### config.mk
export PLATFORM = sky130hd
export DESIGN_NAME = kms_scanner
export DESIGN_NICKNAME = d
export VERILOG_FILES = /design/src/kms_pkg.sv /design/src/kms_debounce_timer.sv /design/src/kms_scanner.sv /design/src/kms_xlate.sv
export SDC_FILE = /design/constraint.sdc
export NUM_CORES = 1
export LEC_CHECK = 0
export ABC_AREA = 1
export BUFFER_PORTS_ARGS = -buffer_cell sky130_fd_sc_hd__buf_2
export CAP_MARGIN = 20
export CORE_MARGIN = 1.5
export CORE_UTILIZATION = 51
export CTS_CLUSTER_SIZE = 16
export DETAILED_ROUTE_END_ITERATION = 10
export MAX_ROUTING_LAYER = met4
export PLACE_DENSITY = 0.7
export SYNTH_ARGS = -nofsm -noshare
export SYNTH_HDL_FRONTEND = slang
export SYNTH_HIERARCHICAL = 1
export SYNTH_SLANG_ARGS = --single-unit
### constraint.sdc
create_clock -name core_clk_i -period 1.7 [get_ports core_clk_i]
set_input_delay 0 -clock core_clk_i [delete_from_list [all_inputs] [get_ports core_clk_i]]
set_output_delay 0 -clock core_clk_i [all_outputs]
set_load 0.05 [all_outputs]
### src/kms_pkg.sv
package kms_pkg;

    ////////////////////////////////////////////////////////////////////////////////
    // Matrix geometry
    localparam int unsigned NUM_COLS      = 6;      // Column lines
    localparam int unsigned NUM_ROWS      = 4;      // Row lines
    localparam int unsigned SEL_W         = 3;      // Decoder select width
    localparam int unsigned SEL_LSB       = 4;      // Select sits on port bits 4..6
    localparam int unsigned PORT_W        = 8;      // Width of the scan port

    ////////////////////////////////////////////////////////////////////////////////
    // Timing
    localparam int unsigned CLK_HZ        = 50_000_000;  // Core clock rate
    localparam int unsigned DEBOUNCE_CYC  = 3075;        // Debounce length in bus cycles
    localparam int unsigned SETTLE_CYC    = 2;           // Row settle after column change
    localparam int unsigned CNT_W         = 12;          // Debounce counter width

    ////////////////////////////////////////////////////////////////////////////////
    // Codes
    localparam logic [7:0] NO_CODE        = 8'h00;  // No key seen
    localparam logic [4:0] NO_VALUE       = 5'h1f;  // Untranslatable code
    localparam logic [3:0] ROW_IDLE       = 4'h0;   // All rows open

    // Reported key
    typedef struct packed {
        logic [7:0] code;   // Column-row code
        logic [4:0] value;  // Translated value
    } kms_key_s;

endpackage : kms_pkg

### src/kms_debounce_timer.sv
`timescale 1ns/1ps
module kms_debounce_timer #(
    parameter int unsigned CYCLES = kms_pkg::DEBOUNCE_CYC
) (
    // Clock and reset
    input  wire logic core_clk_i,
    input  wire logic reset_n_i,
    // Control
    input  wire logic start_i,
    // Status
    output logic      done_o
);

    logic [kms_pkg::CNT_W-1:0] cnt_q;   // Remaining cycles
    logic                      run_q;   // Timer active

    wire logic last = run_q && (cnt_q == kms_pkg::CNT_W'(1));

    // Count down a fixed number of cycles, pulse done at the end
    always_ff @(posedge core_clk_i) begin
        if (!reset_n_i) begin
            cnt_q  <= '0;
            run_q  <= 1'b0;
            done_o <= 1'b0;
        end else begin
            done_o <= last;
            if (start_i) begin
                cnt_q <= kms_pkg::CNT_W'(CYCLES);
                run_q <= 1'b1;
            end else if (run_q) begin
                cnt_q <= cnt_q - kms_pkg::CNT_W'(1);
                run_q <= !last;
            end
        end
    end

endmodule : kms_debounce_timer

### src/kms_scanner.sv
`timescale 1ns/1ps
// Contract
// - Column select drives port bits 4 to 6
// - Six columns, four rows sampled each
// - Keep polling columns while waiting
// - Debounce 3075 cycles after closure
// - Debounce length fixed in clock cycles
// - Debounce well below sixty milliseconds
// - Accept nonzero rows matching after debounce
// - Code is column high, rows low
// - Digit codes map to hex values
// - Command codes map to 10 to 17
// - Read request waits for valid key
module kms_scanner #(
    // Debounce length in core clocks; at 50 MHz the default lasts about 62 us,
    // far below any hold time a person would notice
    parameter int unsigned DEBOUNCE_CYC = kms_pkg::DEBOUNCE_CYC
) (
    // Clock and reset
    input  wire logic                   core_clk_i,
    input  wire logic                   reset_n_i,
    // Keypad port
    output logic [kms_pkg::PORT_W-1:0]  port_o,
    input  wire logic [kms_pkg::NUM_ROWS-1:0] rows_i,
    // Requester
    input  wire logic                   scan_for_key_i,
    input  wire logic                   read_translated_key_i,
    output logic                        busy_o,
    output logic                        key_valid_o,
    output logic                        no_key_o,
    output logic [7:0]                  key_code_o,
    output logic [4:0]                  key_value_o
);

    ////////////////////////////////////////////////////////////////////////////////
    // Operation overview
    // A request taken in idle starts at column 1. Each column is driven for two
    // settle cycles and sampled once, so an empty column costs three cycles and
    // an empty pass about nineteen.
    // A nonzero row pattern starts the debounce timer. When it runs out the rows
    // are read again and must match the captured pattern exactly.
    // After a match the scanner waits for all rows to open, debounces the
    // release and looks once more, so a key that bounces as it is let go cannot
    // be reported twice.
    // A one-pass request ends in a key pulse or a no-key pulse. A translated read
    // never gives up: it wraps to column 1 after column 6, and also when the
    // accepted code has no table entry.
    // Requests that arrive while busy are ignored.
    // Limits: two keys in one column give a multi-bit row pattern with no table
    // entry; keys in two columns report the lower column. The debounce counter
    // is twelve bits wide, so DEBOUNCE_CYC must stay below 4096.

    ////////////////////////////////////////////////////////////////////////////////
    // States
    // Binary codes in scan order; unused codes fall back to idle
    // through the default branch
    typedef enum logic [3:0] {
        ST_IDLE   = 4'b0000,  // Waiting for a request
        ST_SELECT = 4'b0001,  // Drive column, let rows settle
        ST_SAMPLE = 4'b0010,  // First row read
        ST_DEB1   = 4'b0011,  // Closure debounce
        ST_CHECK  = 4'b0100,  // Re-read after debounce
        ST_REL    = 4'b0101,  // Wait for release
        ST_DEB2   = 4'b0110,  // Release debounce
        ST_RELCHK = 4'b0111,  // Confirm release
        ST_XLATE  = 4'b1000,  // Lookup latency
        ST_DONE   = 4'b1001   // Report
    } kms_state_e;

    kms_state_e                 state_q;      // Current state
    kms_state_e                 state_d;      // Next state
    logic [2:0]                 col_q;        // Column index 1..6
    logic [2:0]                 col_d;
    logic [3:0]                 rows_q;       // Captured row pattern
    logic [3:0]                 rows_d;
    logic                       char_q;       // Translated read pending
    logic                       char_d;
    logic [1:0]                 settle_q;     // Row settle counter
    logic [1:0]                 settle_d;
    logic                       valid_d;
    logic                       nokey_d;
    logic [7:0]                 code_q;       // Accepted code
    logic [7:0]                 code_d;
    logic                       deb_start;    // Debounce kick
    logic                       deb_done;     // Debounce finished
    logic [4:0]                 xval;         // Looked-up value
    kms_pkg::kms_key_s          key_q;        // Reported key

    ////////////////////////////////////////////////////////////////////////////////
    // Decoding wires
    wire logic       rows_hit   = (rows_i != kms_pkg::ROW_IDLE);
    wire logic       rows_same  = (rows_i == rows_q);
    wire logic       last_col   = (col_q == 3'(kms_pkg::NUM_COLS));
    wire logic       settled    = (settle_q == 2'(kms_pkg::SETTLE_CYC - 1));
    wire logic       xlate_ok   = (xval != kms_pkg::NO_VALUE);
    wire logic [7:0] code_cat   = {1'b0, col_q, rows_q};
    // rows_same compares live rows with the captured pattern, so a second key
    // added during the debounce counts as a mismatch
    // Column put on the port: zero in idle so the decoder parks on an unused line
    wire logic [2:0] col_drive  = (state_d == ST_IDLE) ? 3'h0 : col_d;

    ////////////////////////////////////////////////////////////////////////////////
    // Debounce timer, fixed count of core cycles
    // Started only on entry to a debounce state, so a done pulse from one
    // debounce can never leak into the next
    kms_debounce_timer #(
        .CYCLES  (DEBOUNCE_CYC)
    ) u_debounce_wait (
        .core_clk_i (core_clk_i),
        .reset_n_i  (reset_n_i),
        .start_i    (deb_start),
        .done_o     (deb_done)
    );

    // Code translation table
    // Registered lookup; its output settles one edge after code_q
    kms_xlate u_code_translation_table (
        .core_clk_i (core_clk_i),
        .reset_n_i  (reset_n_i),
        .code_i     (code_q),
        .value_o    (xval)
    );

    ////////////////////////////////////////////////////////////////////////////////
    // Next-state logic
    // Defaults hold every register, so a branch only names what it changes;
    // strobes default low and rise for one cycle in the branch that needs them
    always_comb begin
        state_d   = state_q;
        col_d     = col_q;
        rows_d    = rows_q;
        char_d    = char_q;
        settle_d  = settle_q;
        code_d    = code_q;
        deb_start = 1'b0;
        valid_d   = 1'b0;
        nokey_d   = 1'b0;
        case (state_q)
            // Accept a request
            // Translated mode wins when both requests are high
            ST_IDLE: begin
                if (scan_for_key_i || read_translated_key_i) begin
                    char_d   = read_translated_key_i;
                    col_d    = 3'h1;
                    settle_d = 2'h0;
                    state_d  = ST_SELECT;
                end
            end
            // Hold column while rows settle
            // Decoder and matrix need time after a column change
            ST_SELECT: begin
                settle_d = settle_q + 2'h1;
                if (settled) begin
                    state_d = ST_SAMPLE;
                end
            end
            // First read of the row lines
            ST_SAMPLE: begin
                if (rows_hit) begin
                    // Pattern kept for the recheck after the debounce
                    rows_d    = rows_i;
                    deb_start = 1'b1;
                    state_d   = ST_DEB1;
                end else if (last_col) begin
                    if (char_q) begin
                        col_d    = 3'h1;
                        settle_d = 2'h0;
                        state_d  = ST_SELECT;
                    end else begin
                        nokey_d = 1'b1;
                        state_d = ST_IDLE;
                    end
                end else begin
                    col_d    = col_q + 3'h1;
                    settle_d = 2'h0;
                    state_d  = ST_SELECT;
                end
            end
            // Wait out the closure bounce
            // Rows are ignored while the timer runs
            ST_DEB1: begin
                if (deb_done) begin
                    state_d = ST_CHECK;
                end
            end
            // Same pattern again means valid
            ST_CHECK: begin
                if (rows_same) begin
                    // Only an exact repeat of the first pattern is accepted
                    code_d  = code_cat;
                    state_d = ST_REL;
                end else if (last_col) begin
                    if (char_q) begin
                        col_d    = 3'h1;
                        settle_d = 2'h0;
                        state_d  = ST_SELECT;
                    end else begin
                        nokey_d = 1'b1;
                        state_d = ST_IDLE;
                    end
                end else begin
                    col_d    = col_q + 3'h1;
                    settle_d = 2'h0;
                    state_d  = ST_SELECT;
                end
            end
            // Wait for all rows open
            // A held key keeps the scanner busy for as long as it is held
            ST_REL: begin
                if (!rows_hit) begin
                    deb_start = 1'b1;
                    state_d   = ST_DEB2;
                end
            end
            // Wait out the release bounce
            // Rows are ignored here too until the timer ends
            ST_DEB2: begin
                if (deb_done) begin
                    state_d = ST_RELCHK;
                end
            end
            // Still open means done, else wait again
            // A release bounce sends the scan back to wait for open rows
            ST_RELCHK: begin
                state_d = rows_hit ? ST_REL : ST_XLATE;
            end
            // Allow the table register to load
            // The table registers its output, so give it an edge
            ST_XLATE: begin
                state_d = ST_DONE;
            end
            // Report or, for a translated read, retry on unknown code
            // An untranslatable code is dropped quietly in translated mode
            ST_DONE: begin
                if (char_q && !xlate_ok) begin
                    col_d    = 3'h1;
                    settle_d = 2'h0;
                    state_d  = ST_SELECT;
                end else begin
                    valid_d = 1'b1;
                    state_d = ST_IDLE;
                end
            end
            default: begin
                state_d = ST_IDLE;
            end
        endcase
    end

    ////////////////////////////////////////////////////////////////////////////////
    // State and datapath registers
    // All state moves together on one edge; reset parks the column
    // and empties the code register
    always_ff @(posedge core_clk_i) begin
        if (!reset_n_i) begin
            state_q  <= ST_IDLE;
            col_q    <= 3'h0;
            rows_q   <= 4'h0;
            char_q   <= 1'b0;
            settle_q <= 2'h0;
            code_q   <= kms_pkg::NO_CODE;
        end else begin
            state_q  <= state_d;
            col_q    <= col_d;
            rows_q   <= rows_d;
            char_q   <= char_d;
            settle_q <= settle_d;
            code_q   <= code_d;
        end
    end

    ////////////////////////////////////////////////////////////////////////////////
    // Registered outputs
    // Every output comes from a flop so the keypad and requester never see
    // decode glitches. Code and value change only with a result pulse,
    // so a slow requester may read them at any later time.
    // Busy drops on the same edge as the result pulse.
    always_ff @(posedge core_clk_i) begin
        if (!reset_n_i) begin
            port_o      <= '0;
            busy_o      <= 1'b0;
            key_valid_o <= 1'b0;
            no_key_o    <= 1'b0;
            key_q       <= '{code: kms_pkg::NO_CODE, value: kms_pkg::NO_VALUE};
        end else begin
            // Column select in bits 4..6, decoder does one-of-six
            port_o      <= {1'b0, col_drive, 4'h0};
            busy_o      <= (state_d != ST_IDLE);
            key_valid_o <= valid_d;
            no_key_o    <= nokey_d;
            if (valid_d) begin
                key_q <= '{code: code_q, value: xval};
            end else if (nokey_d) begin
                key_q <= '{code: kms_pkg::NO_CODE, value: kms_pkg::NO_VALUE};
            end
        end
    end

    assign key_code_o  = key_q.code;
    assign key_value_o = key_q.value;

endmodule : kms_scanner

### src/kms_xlate.sv
`timescale 1ns/1ps
module kms_xlate (
    // Clock and reset
    input  wire logic       core_clk_i,
    input  wire logic       reset_n_i,
    // Code in
    input  wire logic [7:0] code_i,
    // Value out, registered
    output logic      [4:0] value_o
);

    ////////////////////////////////////////////////////////////////////////////////
    // Code to value lookup
    function automatic logic [4:0] xlate(input logic [7:0] c);
        logic [4:0] v;
        v = kms_pkg::NO_VALUE;
        case (c)
            8'h11: v = 5'h00;
            8'h21: v = 5'h01;
            8'h22: v = 5'h02;
            8'h24: v = 5'h03;
            8'h31: v = 5'h04;
            8'h32: v = 5'h05;
            8'h34: v = 5'h06;
            8'h41: v = 5'h07;
            8'h42: v = 5'h08;
            8'h44: v = 5'h09;
            8'h48: v = 5'h0a;
            8'h38: v = 5'h0b;
            8'h28: v = 5'h0c;
            8'h18: v = 5'h0d;
            8'h14: v = 5'h0e;
            8'h12: v = 5'h0f;
            8'h61: v = 5'h10;  // Cancel key
            8'h58: v = 5'h11;  // Enter
            8'h68: v = 5'h12;  // Stack view key
            8'h64: v = 5'h13;
            8'h62: v = 5'h14;
            8'h54: v = 5'h15;
            8'h52: v = 5'h16;
            8'h51: v = 5'h17;
            default: v = kms_pkg::NO_VALUE;
        endcase
        return v;
    endfunction : xlate

    wire logic [4:0] value_d = xlate(code_i);  // Digits and commands

    // Register the lookup
    always_ff @(posedge core_clk_i) begin
        if (!reset_n_i) begin
            value_o <= kms_pkg::NO_VALUE;
        end else begin
            value_o <= value_d;
        end
    end

endmodule : kms_xlate
After elaboration in Yosys (flattened, before gate mapping):

Cells that the tools add are included.

* bits in registers: 64
* input bits: 8
* output and inout port bits: 24
* logic and storage cells: 125

* add/subtract/negate cells: 3
* equal/unequal tests: 42
* muxes and demuxes: 43
* bitwise logic cells: 1
* reductions and logical operators: 18

Operators with widths (count)
* $pmux W5 S24: 1
* $eq A7 B7 Y1 const B: 12
* $eq A7 B6 Y1 const B: 8
* $pmux W4 S10: 1
* $mux W4: 9
* $eq A7 B5 Y1 const B: 4
* $mux W13: 2
* $mux W12: 2
* $mux W3: 6
* $eq A4 B3 Y1 const B: 4
* $eq A12 B1 Y1 const B: 1
* $mux W1: 12
* $mux W2: 6
* $pmux W3 S4: 1
* $sub A12 B1 Y12 const B: 1
* $pmux W2 S5: 1
* $eq A4 B2 Y1 const B: 2
* $eq A4 B4 Y1 const B: 2
* $logic_not A4 Y1: 2
* $ne A2 B2 Y1 const B: 4
* $reduce_bool A4 Y1: 2
* $reduce_and A2 Y1: 3
* $ne A5 B5 Y1 const B: 1
* $reduce_and A5 Y1: 1
* 14 further kinds: 19

Depth between registers and ports, before layout:

* word-level depth: 7
* depth in mapped cells: 13
* mapped depth without buffers: 13

Modules after synthesis:

Netlist, hierarchy kept.

By module, submodules not included
* kms_scanner: instances 1, cells each 312, area each 2194.6 µm², seq. area each 780.7 µm²
* kms_debounce_timer: instances 1, cells each 99, area each 715.7 µm², seq. area each 280.3 µm²
* kms_xlate: instances 1, cells each 102, area each 530.5 µm², seq. area each 100.1 µm²

Worst setup path after synthesis:

OpenSTA, ideal clock, no wires.

* path type: register to register
* from: register col_q[1]
* to: register port_o[5] (netlist name)
* setup time: 0.109 ns
* arrival: 1.308 ns
* required time: 1.591 ns
* slack: 0.283 ns
* cell stages (with the launch flop): 11
* path buffers: 0
* clock period less this slack: 1.417 ns
* cells stage by stage: dfxtp_1 ha_1 nand3_1 o21ai_0 nand2_1 nor2_1 nand3_2 nand2_2 nand2_2 nand2_1 inv_1

* longest elaborated chain between the ends: 6
* elaborated cells on any way between the ends: 15
* classes of those cells: add/sub (1); eq/ne (1); mux (11); reduce/logical (2)

RTL lines
* start, declared: RTL line kms_scanner.sv:72 `logic [2:0] col_q;`
* start signal, assigned: RTL line kms_scanner.sv:264 `col_q <= col_d;`
* $eq A3 B3 Y1: RTL line kms_scanner.sv:93 `wire logic last_col = (col_q == 3'(kms_pkg::NUM_COLS));`
* $mux W4: RTL line kms_scanner.sv:164 `end else if (last_col) begin`
* $mux W4, on equally long branches: RTL line kms_scanner.sv:188, kms_scanner.sv:159
* $pmux W4 S10: RTL line kms_scanner.sv:138 `case (state_q)`
* $logic_not A4 Y1: RTL line kms_scanner.sv:100 `wire logic [2:0] col_drive = (state_d == ST_IDLE) ? 3'h0 : col_d;`
* $reduce_or A2 Y1 (no line)
* end signal, assigned: RTL line kms_scanner.sv:287 `port_o <= {1'b0, col_drive, 4'h0};`
* end, declared: RTL line kms_scanner.sv:23 `output logic [kms_pkg::PORT_W-1:0] port_o,`

Parallel ways exist; a longest one is shown, timed or not.
A chain may end at the register's enable or synchronous reset.

Worst setup path after layout:

* from: input rows_i[1] (netlist name)
* to: register port_o[5] (netlist name)

* longest elaborated chain between the ends: 5
* elaborated cells on any way between the ends: 12
* classes of those cells: eq/ne (1); mux (8); reduce/logical (3)

RTL lines
* start, declared: RTL line kms_scanner.sv:24 `input wire logic [kms_pkg::NUM_ROWS-1:0] rows_i,`
* $eq A4 B4 Y1 / $reduce_bool A4 Y1 (equally long branches): RTL line kms_scanner.sv:92, kms_scanner.sv:91
* $mux W4, on equally long branches
* $pmux W4 S10: RTL line kms_scanner.sv:138
* $logic_not A4 Y1: RTL line kms_scanner.sv:100
* $reduce_or A2 Y1 (no line)

Parallel ways exist; a longest one is shown, timed or not.

==> results_dict.tcl <==
set metrics [dict create \
    totalNegativeSetupSlack_ns 0 \
    num-nets-final 569 \
    final_layout_size_suffix_gt1_share_pct 21.4 \
    seq_area_frac_synth_pct 33.7 \
    n_antenna_cell 0 \
    critical_path.endpoint_type "register" \
    final_period_minus_worst_setup_slack_ns 1.57 \
    multi_input_comb_area_um2 1940 \
    yosysUniqueCellTypes 37 \
    die_height_um 85.1 \
    cp.depth 12 \
    leading_cell_type_in_the_layout_fill_and_taps_excluded "sky130_fd_sc_hd__nand2_1" \
    cts-htree-levels 3 \
    cellLeakagePower_nw 1.93 \
    track_usage_pct 23.5 \
    routedWlPerCell_um 12.1 \
    via_count 3196 \
    die_area_um2 7250 \
    reg2reg_setup_slack_ns 0.14 \
    synth_seq_cells 58 \
    maxCapViolations 0 \
    top_level_ports 32 \
    worst_slew_pin_slew_ns 0.520 \
    achievable-frequency_ghz 0.637 \
    grt_first_pass_wirelength_mm 13.2 \
    synthesis.yosys.warnings 6 \
    cts-root-buf "sky130_fd_sc_hd__clkbuf_8" \
    avgViaCountPerCell 5.02 \
    rr_worst_depth 10 \
    drt_drc_violations_left 2 \
    cp-startpoint "rows_i[1]" \
    most_used_layer_global_route "met2" \
    synth_enable_flop_cells 0 \
    timing.hold.ws_ns 0.0413 \
    critical_path_most_common_cell "sky130_fd_sc_hd__nand2_2" \
    worst-endpoint-required_ns 1.93 \
    clockBufferDepth 2 \
    slew-limit-headroom_pct 65.3 \
    tritoncts.num_buffers 9 \
    total_overflow_reported_by_the_global_router 0 \
    r2r_start "col_q[0]$_SDFF_PN0_" \
    cts.sink_count 58 \
    arrival_ns 1.80 \
    n_fill_cell 614 \
    synthArstFlopShare_pct 0 \
    rr_endpoint "settle_q[1]$_SDFFE_PN0P_" \
    netlist_instances 513 \
    period_share_pct 92.3 \
    timing_worst_setup_path_type "in2reg" \
    post-cts-setup-buffer-count 0 \
    cp_cell_sequence "dlygate4sd3_1, buf_2, nor2_1, nand2_2, nand2_4, nand2_2, nor2_2, nand4_1, nand2_2, nand2_2, nand2_1, inv_1" \
    setup.worst_path.start_class "primary input" \
    numPortBuffers 25 \
    netlist_area_um2 3440 \
    timing_max_transition_violations_final 0 \
    initialDrtViolationCount 160 \
    critical_path.endpoint "port_o[5]$_SDFF_PP0_" \
    grt_antenna_before_repair 0 \
    setup-violations-final 0 \
    largest_clock_skew_in_the_final_design_ns 0.0124 \
    vdd_ir_drop_max_mv 0.507 \
    powerDensity_nw_per_um2 870 \
    hold_path.class "in2reg" \
    hpwl_mm 5.92 \
    clock_latency_at_the_later_pin_of_the_worst_skew_pair_ns 0.33 \
    clkTransAtPathRegs_ns 0.07 \
    setup_repair_after_global_routing_missed_its_margin "no" \
    synth_top_area_cell "sky130_fd_sc_hd__dfxtp_1" \
    globalRouteMet2Util_pct 37.3 \
    route.final.wire_length_mm 7.69 \
    critical_path.n_buffers_inverters 3 \
    syn2layout_area_growth_pct 13.4 \
    tritoncts "built" \
    cp_top_family "simple AND/OR/NAND/NOR gates" \
    place_congestion 0.952 \
    critical_path_peak_fanout 7 \
    row_count 29 \
    failing_checks "design-rule violations" \
    outcome "finished, violations left" \
    drt-pass1-iter-count 7 \
    core_region_area_um2 6420 \
    whs_path_depth 3 \
    floorplan.initialDensity_pct 53.6 \
    synth.avg_cell_area_um2 6.71 \
    synth_top_area_share_pct 33.7 \
    grt_start_max_net_pins 16 \
    via_count_of_the_first_global_routing_pass 2991 \
    cp_slowest_stage_delay_ns 0.55 \
    seq_area_um2 1170 \
    antenna_left 0 \
    synth_top_cells_by_area "sky130_fd_sc_hd__dfxtp_1 34%, sky130_fd_sc_hd__nand2_1 16%, sky130_fd_sc_hd__inv_1 7.3%, sky130_fd_sc_hd__nor2_1 6.4%, sky130_fd_sc_hd__nand3_1 4.7%" \
    met3_usage_pct 4.86 \
    grtUsageMet1_pct 29.0 \
    die_w_um 85.1 \
    synth_top_flop_cell "sky130_fd_sc_hd__dfxtp_1" \
    final_hold_viol_count 0 \
    slowest_stage "sky130_fd_sc_hd__dlygate4sd3_1" \
    most_frequent_cells_in_the_layout "146 x sky130_fd_sc_hd__nand2_1, 67 x sky130_fd_sc_hd__inv_1, 58 x sky130_fd_sc_hd__nor2_1" \
]
[sequential cells by signal, indices dropped and copies added, names as in the netlist, 3 cells and up]
register                          flops
u_code_translation_table/value_o      5
rows_q                                4
port_o                                3
key_code_o                            7
state_q                               4
u_debounce_wait/cnt_q                12
code_q                                7
key_value_o                           5
col_q                                 3
[power by group]
group / internal, mW / switching (mW) / total [mW]
combinational: 0.207 / 0.441 / 0.648
clock: 0.703 / 0.550 / 1.25
sequential: 1.43 / 0.0645 / 1.50
[metrics by stage]
stage,std cells,utilization (%),power [mW],worst slack [ns],instance area (um2)
2_1_floorplan,521,-,2.03,0.283,3470
3_3_place_gp,617,56.8,2.15,0.108,3650
3_5_place_dp,617,56.8,2.16,0.0821,3650
4_1_cts,637,60.6,3.43,0.0666,3890
5_1_grt,637,60.8,3.59,0.000620,3900
6_report,637,60.8,3.40,0.131,3900
[worst min-delay path by stage]
stage                                      from                                        endpoint  slack, ns
after floorplan                       reset_n_i  u_code_translation_table/value_o[4]$_SDFF_PN1_       0.07
after global placement    read_translated_key_i                             char_q$_SDFFE_PN0P_       0.30
after detailed placement  read_translated_key_i                             char_q$_SDFFE_PN0P_       0.29
after CTS                             rows_i[0]                          rows_q[0]$_SDFFE_PN0P_       0.03
after global routing                  rows_i[0]                          rows_q[0]$_SDFFE_PN0P_       0.08
final                                 rows_i[0]                          rows_q[0]$_SDFFE_PN0P_       0.04
[worst min-delay path, stage by stage]
cell and delay (ns):
sky130_fd_sc_hd__buf_2 0.12, sky130_fd_sc_hd__o21ai_0 0.10, sky130_fd_sc_hd__a21oi_1 0.10
[cells in the mapped netlist, types with 3 or more instances]
master,count
sky130_fd_sc_hd__o21ai_0,14
sky130_fd_sc_hd__buf_4,7
sky130_fd_sc_hd__or2_2,3
sky130_fd_sc_hd__nand2_4,9
sky130_fd_sc_hd__nand3_1,32
sky130_fd_sc_hd__inv_2,7
sky130_fd_sc_hd__o22ai_1,5
sky130_fd_sc_hd__nand2_1,147
sky130_fd_sc_hd__nor2_1,59
sky130_fd_sc_hd__dfxtp_1,58
sky130_fd_sc_hd__nand3_2,5
sky130_fd_sc_hd__a21oi_1,22
sky130_fd_sc_hd__o21ai_1,5
sky130_fd_sc_hd__nor3_1,4
sky130_fd_sc_hd__xor2_1,3
sky130_fd_sc_hd__nor2_4,9
sky130_fd_sc_hd__nand2_2,13
sky130_fd_sc_hd__nand3_4,3
sky130_fd_sc_hd__ha_1,5
sky130_fd_sc_hd__nor2_2,13
sky130_fd_sc_hd__nand4_1,4
sky130_fd_sc_hd__inv_1,67
[kinds of logic after synthesis]
| kind of cell | Yosys count | synth area share, % |
|---|---|---|
| other | 1 | 0.109 |
| AND/OR/NAND/NOR | 304 | 43.5 |
| flip-flops | 58 | 33.7 |
| buffers and inverters | 87 | 10.9 |
| XOR/XNOR | 3 | 0.764 |
| adder cells (fa/ha/maj) | 5 | 1.82 |
| AO/OA/AOI/OAI | 55 | 9.20 |
[per-layer routing]
| layer | routed length [um] | part of all wire (%) | up-vias |
|---|---|---|---|
| met2 | 3650 | 47 | 74 |
| met1 | 3630 | 47 | 1438 |
| met4 | 93 | 1.2 | 0 |
| met3 | 310 | 4.0 | 6 |
| li1 | - | - | 1678 |
| met5 | 0 | 0 | - |
[what timing repair did]
action,4_1_cts,5_1_grt
hold buffers,5,0
gates resized for setup,0,7
endpoints found under the setup margin,0,3
endpoints found under the hold margin,5,0
[area by class of cell]
cell class,count,share of cell area [%]
timing repair buffer,35,5.45
clock buffer,10,3.53
multi-input combinational,376,49.7
tap,77,2.47
sequential,58,29.9
inverter,76,7.57
clock inverter,5,1.41
No activity file was read; power rests on OpenSTA's default activity.
